**src/core/adc_window_params.svh**
```systemverilog
// Functional notes
// RULE1 - conversion clock period is divider plus one
// RULE2 - five-bit divider in config bits seven to three
// RULE3 - every new result is compared automatically
// RULE4 - window hit sets flag and pulses event
// RULE5 - flag readable in control, software clears it
// RULE6 - greater limit built from high and low bytes
// RULE7 - less limit built from high and low bytes
// RULE8 - inside or outside chosen by limit order
// RULE9 - inside: above greater and below less limit
// RULE10 - single-ended compares as unsigned numbers
// RULE11 - differential compares as signed two's complement
// RULE12 - outside: below less or above greater limit
// RULE13 - justify bit picks right or left placement
`ifndef ADC_WINDOW_PARAMS_SVH
`define ADC_WINDOW_PARAMS_SVH

// ****************************************************
// register addresses
// ****************************************************
`define ADDR_CONFIG 8'hbc
`define ADDR_RES_LOW 8'hbd
`define ADDR_RES_HIGH 8'hbe
`define ADDR_CONTROL 8'he8
`define ADDR_GT_LOW 8'hc3
`define ADDR_GT_HIGH 8'hc4
`define ADDR_LT_LOW 8'hc5
`define ADDR_LT_HIGH 8'hc6

// ****************************************************
// reset values
// ****************************************************
`define RST_CONFIG 8'hf8
`define RST_RESULT 8'h00
`define RST_CONTROL 8'h00
`define RST_GT 8'hff
`define RST_LT 8'h00

// ****************************************************
// field positions and widths
// ****************************************************
`define DIV_W 5
`define DIV_MSB 7
`define DIV_LSB 3
`define JUST_BIT 2
`define CFG_RO_MASK 8'hfc
`define CONV_DONE_BIT 5
`define BUSY_BIT 4
`define WIN_BIT 3
`define RES_W 10
`define PAD_W 6

`endif

```
**src/core/adc_window_pkg.sv**
```systemverilog
package adc_window_pkg;

  // one finished conversion from the analog side
  typedef struct packed {
    logic done;
    logic [9:0] data;
  } conv_result_s;

  // register bus request
  typedef struct packed {
    logic wr;
    logic [7:0] addr;
    logic [7:0] wdata;
  } sfr_req_s;

  // kind of window that the limits describe
  typedef enum logic {
    WIN_INSIDE,
    WIN_OUTSIDE
  } window_kind_e;

endpackage : adc_window_pkg

```
**src/core/adc_clock_format_window.sv**
```systemverilog
`timescale 1ns/1ps
`default_nettype none
`include "adc_window_params.svh"
module adc_clock_format_window
  import adc_window_pkg::*;
(
  input wire logic clk_sys,
  input wire logic srst,
  input wire sfr_req_s sfr_req,
  output logic [7:0] sfr_rdata,
  input wire conv_result_s conv_in,
  input wire logic diff_mode,
  input wire logic conv_busy,
  output logic conv_clk_en,
  output logic conv_start,
  output logic window_event
);

  // ****************************************************
  // register state
  // ****************************************************
  logic [7:0] config_q, config_d; // divider and justify
  logic [7:0] res_low_q, res_low_d; // result low byte
  logic [7:0] res_high_q, res_high_d; // result high byte
  logic [7:0] control_q, control_d; // control and flags
  logic [7:0] gt_low_q, gt_low_d; // greater limit low
  logic [7:0] gt_high_q, gt_high_d; // greater limit high
  logic [7:0] lt_low_q, lt_low_d; // less limit low
  logic [7:0] lt_high_q, lt_high_d; // less limit high
  logic [7:0] rdata_q, rdata_d; // registered read data
  logic start_q, start_d; // start request pulse
  logic event_q, event_d; // window hit pulse

  // ****************************************************
  // conversion clock divider
  // ****************************************************
  logic [`DIV_W-1:0] div_cnt_q, div_cnt_d; // cycles since last enable
  logic [`DIV_W-1:0] div_val; // programmed divider
  logic div_tick; // one-cycle conversion clock enable

  assign div_val = config_q[`DIV_MSB:`DIV_LSB]; // [RULE2]
  assign div_tick = (div_cnt_q >= div_val);

  // count to divider value: period is divider plus one cycles
  always_comb begin
    if (div_tick) begin
      div_cnt_d = '0; // [RULE1]
    end else begin
      div_cnt_d = div_cnt_q + `DIV_W'(1);
    end
  end

  // divider register
  always_ff @(posedge clk_sys) begin
    if (srst) begin
      div_cnt_q <= '0;
    end else begin
      div_cnt_q <= div_cnt_d;
    end
  end

  assign conv_clk_en = div_tick;

  // ****************************************************
  // result formatting
  // ****************************************************
  logic [15:0] new_word; // incoming result as a register pair
  logic justify_select; // left justify when set
  logic [`PAD_W-1:0] pad; // fill above a right-justified result

  assign justify_select = config_q[`JUST_BIT];

  // place result; sign extend in differential right mode
  always_comb begin
    pad = diff_mode ? {`PAD_W{conv_in.data[`RES_W-1]}} : '0;
    if (justify_select) begin
      new_word = {conv_in.data, {`PAD_W{1'b0}}}; // [RULE13]
    end else begin
      new_word = {pad, conv_in.data}; // [RULE13]
    end
  end

  // ****************************************************
  // window detector
  // ****************************************************
  logic win_hit; // new result lies in the window

  window_compare u_window_compare (
    .word(new_word),
    .gt_limit({gt_high_q, gt_low_q}), // [RULE6]
    .lt_limit({lt_high_q, lt_low_q}), // [RULE7]
    .signed_mode(diff_mode),
    .hit(win_hit),
    .kind()
  );

  // ****************************************************
  // register writes, hardware updates, read mux
  // ****************************************************
  always_comb begin
    config_d = config_q;
    res_low_d = res_low_q;
    res_high_d = res_high_q;
    control_d = control_q;
    gt_low_d = gt_low_q;
    gt_high_d = gt_high_q;
    lt_low_d = lt_low_q;
    lt_high_d = lt_high_q;
    start_d = 1'b0;
    event_d = 1'b0;
    rdata_d = 8'h00;
    // software writes
    if (sfr_req.wr) begin
      unique case (sfr_req.addr)
        `ADDR_CONFIG: begin
          config_d = sfr_req.wdata & `CFG_RO_MASK; // [RULE2]
        end
        `ADDR_RES_LOW: begin
          res_low_d = sfr_req.wdata;
        end
        `ADDR_RES_HIGH: begin
          res_high_d = sfr_req.wdata;
        end
        `ADDR_CONTROL: begin
          control_d = sfr_req.wdata;
          control_d[`BUSY_BIT] = 1'b0;
          // flags clear on 0, a 1 leaves them as they were
          control_d[`WIN_BIT] = control_q[`WIN_BIT] & sfr_req.wdata[`WIN_BIT]; // [RULE5]
          control_d[`CONV_DONE_BIT] = control_q[`CONV_DONE_BIT] & sfr_req.wdata[`CONV_DONE_BIT];
          start_d = sfr_req.wdata[`BUSY_BIT];
        end
        `ADDR_GT_LOW: begin
          gt_low_d = sfr_req.wdata;
        end
        `ADDR_GT_HIGH: begin
          gt_high_d = sfr_req.wdata;
        end
        `ADDR_LT_LOW: begin
          lt_low_d = sfr_req.wdata;
        end
        `ADDR_LT_HIGH: begin
          lt_high_d = sfr_req.wdata;
        end
        default: begin
          // unmapped address: ignored
        end
      endcase
    end
    // new result: load pair and judge it; set beats a same-cycle clear
    if (conv_in.done) begin
      res_high_d = new_word[15:8];
      res_low_d = new_word[7:0];
      control_d[`CONV_DONE_BIT] = 1'b1;
      if (win_hit) begin
        control_d[`WIN_BIT] = 1'b1; // [RULE3] [RULE4]
        event_d = 1'b1; // [RULE4]
      end
    end
    // read data for the address presented this cycle
    unique case (sfr_req.addr)
      `ADDR_CONFIG: begin
        rdata_d = config_q;
      end
      `ADDR_RES_LOW: begin
        rdata_d = res_low_q;
      end
      `ADDR_RES_HIGH: begin
        rdata_d = res_high_q;
      end
      `ADDR_CONTROL: begin
        rdata_d = control_q;
        rdata_d[`BUSY_BIT] = conv_busy;
      end
      `ADDR_GT_LOW: begin
        rdata_d = gt_low_q;
      end
      `ADDR_GT_HIGH: begin
        rdata_d = gt_high_q;
      end
      `ADDR_LT_LOW: begin
        rdata_d = lt_low_q;
      end
      `ADDR_LT_HIGH: begin
        rdata_d = lt_high_q;
      end
      default: begin
        rdata_d = 8'h00;
      end
    endcase
  end

  // register bank
  always_ff @(posedge clk_sys) begin
    if (srst) begin
      config_q <= `RST_CONFIG;
      res_low_q <= `RST_RESULT;
      res_high_q <= `RST_RESULT;
      control_q <= `RST_CONTROL;
      gt_low_q <= `RST_GT;
      gt_high_q <= `RST_GT;
      lt_low_q <= `RST_LT;
      lt_high_q <= `RST_LT;
      rdata_q <= 8'h00;
      start_q <= 1'b0;
      event_q <= 1'b0;
    end else begin
      config_q <= config_d;
      res_low_q <= res_low_d;
      res_high_q <= res_high_d;
      control_q <= control_d;
      gt_low_q <= gt_low_d;
      gt_high_q <= gt_high_d;
      lt_low_q <= lt_low_d;
      lt_high_q <= lt_high_d;
      rdata_q <= rdata_d;
      start_q <= start_d;
      event_q <= event_d;
    end
  end

  assign sfr_rdata = rdata_q;
  assign conv_start = start_q;
  assign window_event = event_q;

endmodule : adc_clock_format_window
`default_nettype wire

```
**src/core/window_compare.sv**
```systemverilog
`timescale 1ns/1ps
`default_nettype none
`include "adc_window_params.svh"
module window_compare
  import adc_window_pkg::*;
(
  input wire logic [15:0] word,
  input wire logic [15:0] gt_limit,
  input wire logic [15:0] lt_limit,
  input wire logic signed_mode,
  output logic hit,
  output window_kind_e kind
);

  // strict a > b, signed or unsigned
  function automatic logic above(input logic [15:0] a, input logic [15:0] b, input logic sgn);
    if (sgn) begin
      above = $signed(a) > $signed(b); // [RULE11]
    end else begin
      above = a > b; // [RULE10]
    end
  endfunction : above

  // ****************************************************
  // window decision
  // ****************************************************
  always_comb begin
    // limit order alone picks the window kind
    kind = above(lt_limit, gt_limit, signed_mode) ? WIN_INSIDE : WIN_OUTSIDE; // [RULE8]
    if (kind == WIN_INSIDE) begin
      hit = above(word, gt_limit, signed_mode) && above(lt_limit, word, signed_mode); // [RULE9]
    end else begin
      hit = above(lt_limit, word, signed_mode) || above(word, gt_limit, signed_mode); // [RULE12]
    end
  end

endmodule : window_compare
`default_nettype wire

```
**config.mk**
```make
export PLATFORM = sky130hd
export DESIGN_NAME = adc_clock_format_window
export DESIGN_NICKNAME = d
export VERILOG_FILES = /design/src/core/adc_window_pkg.sv /design/src/core/adc_clock_format_window.sv /design/src/core/window_compare.sv
export VERILOG_INCLUDE_DIRS = /design/src /design/src/core
export SDC_FILE = /design/constraint.sdc
export NUM_CORES = 1
export LEC_CHECK = 0
export BUFFER_PORTS_ARGS = -buffer_cell sky130_fd_sc_hd__buf_2
export CAP_MARGIN = 20
export CORE_MARGIN = 2
export CORE_UTILIZATION = 50
export DETAILED_ROUTE_END_ITERATION = 7
export PLACE_DENSITY = 0.78
export SYNTH_ARGS = -nofsm -noshare
export SYNTH_HDL_FRONTEND = slang
export SYNTH_SLANG_ARGS = --single-unit
```
**constraint.sdc**
```tcl
create_clock -name clk_sys -period 3.4 [get_ports clk_sys]
set_clock_uncertainty 0.15 [all_clocks]
set_input_delay 0.85 -clock clk_sys [delete_from_list [all_inputs] [get_ports clk_sys]]
set_output_delay 0.85 -clock clk_sys [all_outputs]
set_load 0.02 [all_outputs]
```
==> key figures <==
Clock network
  • CTS clk-pin slew, worst paths: ~0.080 ns
  • TritonCTS Buffers: 9
  • CTS tree: done
  • Postcts setup bufs: 0
  • Clk sinks: 76
  • Clock Root Buffer: clkbuf_8
  • CTS H-tree lvls: 3
  • Hold_buf cts: 0
  • CTS max path bufs: 2
  • Skew-Pair Late Insertion Delay: 0.36 ns
  • # resized after CTS: 0

Timing
  • Normalized max-slew margin: a little over half
  • Fin Setup TNS: 0 ns
  • Worst Max-Slew Pin Slew: about 0.70 ns
  • Unrepaired setup endpoints after global routing: no
  • Fmax: about 330 MHz
  • PnR worst setup slack: roughly 0.37 ns
  • Crit path time final: ~3.0 ns
  • Final hold violations: 0
  • Final Cycle Share: between 80% and 90%
  • # setup viols final: 0
  • Max Slew Vio Count: 0

Detailed routing
  • Pre-antenna DRT Iters: 6
  • DR iter-0 viols: between 300 and 400
  • Post-Route WL: roughly 14 mm
  • Routed vias/inst: 6.19
  • Total number of vias: approximately 4500
  • Final ANT Viol Nets: 0
  • # DRC: 0
  • Drt wl/cell: ~19 um

Critical path
  • CP Data Required Time: ~2.4 ns
  • WS Path Type: register to primary output
  • Crit. End Element: primary output
  • Startpoint types: register
  • Critical path arrival: about 2 ns
  • Reg2reg setup slack: approximately 0.4 ns
  • R2R depth: 10
  • R2R Path End: control_q[3]
  • RR Startpoint: config_q[2]
  • Critical Path Fanout Max: 4

Global route
  • Initial antenna violation count: 0
  • Pin count of the biggest net entering global routing: 65
  • First-pass GRT wire length: 22.1 mm
  • Vias in the first global route: between 4000 and 5000
  • GRT Util Overall: between 20% and 30%
  • Total congestion overflow: 0

Power
  • Static Leak: ~2.8 nW
  • Pwr/cell area: 348 mW/mm^2
  • Pwr Total: between 1.5 and 2 mW
  • Peak supply drop: roughly 0.20 mV

Job
  • Max-Cap Viols: 0

Floorplan
  • Die Ht: just over 100 um
  • Rows: 35
  • Core area: slightly above 0.009 mm^2
  • Die W: slightly above 100 um
  • Starting Density: 51.5%
  • Die area: 0.0103 mm^2
  • Number of I/O pins: 43

Layout
  • Finished Layout Cells: 733
  • Area delta synth->final: 11.9%
  • Layout cell share with drive strength beyond 1: about 14%
  • Layout Nets: 685
  • N_diodes: 0
  • # fillers: 842

Logic synthesis
  • Top-area cell type share of the netlist area: 32.0%
  • Post-synth EDFFs: 0
  • Largest area contributor in the netlist: dfxtp_1
  • Post-synth ARST share: 0%
  • Yosys reg bits: 76
  • Post-synth cell types: 48
  • Post-Synthesis Cell Area: between 0.004 and 0.005 mm^2
  • Instance count of the mapped netlist: about 560
  • Dominant synthesized flop cell: dfxtp_1
  • Mapped Nets: 647
  • Register area share after synthesis: between 30% and 40%
  • Synth area leaders: dfxtp_1 (32%), ha_1 (14%), mux2i_1 (6.3%)
  • Syn_area_per_cell: between 8 and 9 um^2
  • Synth warn: 0

Place
  • Port-buffer cells: 42
  • Gpl congestion: slightly below 1
  • Dpl ws: around 0.16 ns
  • Post-DP HPWL: just over 10 mm
  • Placed insts: around 720

Min path
  • Hold Path Origin: div_cnt_q[0]
  • Hold EP: div_cnt_q[0]
  • Hold Crit Class: register to register
  • Hold path depth: 1

Status
  • Outcome: completed
-- logic make-up after synthesis --
logic type,after synthesis,share of synthesized area [%]
buffers and inverters,73,6.23
muxes,30,6.31
DFF,76,32.0
xor gates and xnor gates,3,0.552
and+or+nand+nor,198,22.2
adders and majority gates,55,14.4
AOI/OAI and AO/OA,126,18.3
-- cells in the mapped netlist (9+ instances only) --
library cell / n
nand4_1: 12
a222oi_1: 9
nand2b_1: 13
nand3_1: 17
a21o_1: 9
mux2i_1: 30
a21oi_1: 34
inv_1: 43
clkbuf_1: 22
nand2_1: 65
dfxtp_1: 76
a211oi_1: 30
nand3b_1: 16
ha_1: 54
nor2_1: 27
and3_1: 22
o21ai_0: 16
-- area by class of cell --
cell class	count	area (um^2)	share of cell area (%)
well taps	129	161	3.03
flip-flops and latches	76	1520	28.6
clock buffers	10	138	2.59
clock inverters	6	71.3	1.34
inverters	43	161	3.03
repair buffers	57	323	6.06
multi-input cells	412	2950	55.4
-- worst max path at each step --
stage                       startpoint            to  slack (ns)
after floorplan             conv_in[9]  control_q[3]        0.55
after global placement       diff_mode  control_q[3]        0.23
after detailed placement     diff_mode  control_q[3]        0.16
after CTS                 div_cnt_q[0]   conv_clk_en        0.34
after global routing       config_q[2]  control_q[3]        0.23
final                     div_cnt_q[0]   conv_clk_en        0.37
-- report_power, final --
group	internal, mW	switching [mW]	total [mW]
Combinational	0.0684	0.120	0.188
Sequential	0.909	0.0135	0.922
Clock	0.366	0.377	0.742
Total	1.34	0.510	1.85
-- stage by stage --
stage	area, um^2	utilization (%)	hold WS, ns
floorplan	4760	-	0.280
global placement	5110	55.3	0.295
detailed placement	5110	55.3	0.301
CTS	5320	57.6	0.319
global route	5320	57.6	0.341
finish	5320	57.6	0.313
-- registers in the layout, summed over array words and instances (netlist names) --
register and count:
sfr_rdata 8, res_high_q 8, res_low_q 8, gt_high_q 8, config_q 6, window_event 1
conv_start 1, lt_high_q 8, lt_low_q 8, gt_low_q 8, control_q 7, div_cnt_q 5
-- layer usage --
metal / GRT usage [%] / wire length, um / vias up
met1: 35.6 / 5790 / 2176
met4: 12.3 / 441 / 0
met2: 44.7 / 6560 / 208
met5: 0 / 0 / -
li1: - / - / 2109
met3: 5.11 / 989 / 44
-- placed cells by master, fill, tap and decap left out, types with 4 or more instances in the layout --
cell,netlist,final
dfxtp_1,76,76
nand4_1,12,12
nand3b_1,16,16
a31oi_1,5,5
and3_1,22,22
buf_4,1,15
a211oi_2,4,4
a211o_1,5,5
a222oi_1,9,9
nand3_1,17,17
nand2_1,65,65
inv_1,43,43
mux2i_1,30,30
nor2_1,27,27
o21ai_0,16,16
a22oi_1,7,7
buf_2,3,42
ha_1,54,54
a21oi_1,34,34
clkbuf_8,0,10
nor2b_1,7,7
a211oi_1,30,30
nand2b_1,13,13
a21o_1,9,9
-- worst max-delay path: stages (launching register included) --
cell and delay, ns:
dfxtp_1 0.38, inv_1 0.06, ha_1 0.26, nand2b_1 0.15, a21o_1 0.17, a21o_1 0.17, a21o_1 0.17, a21o_1 0.17
buf_2 0.15
Power figures use the tool's default switching activity.
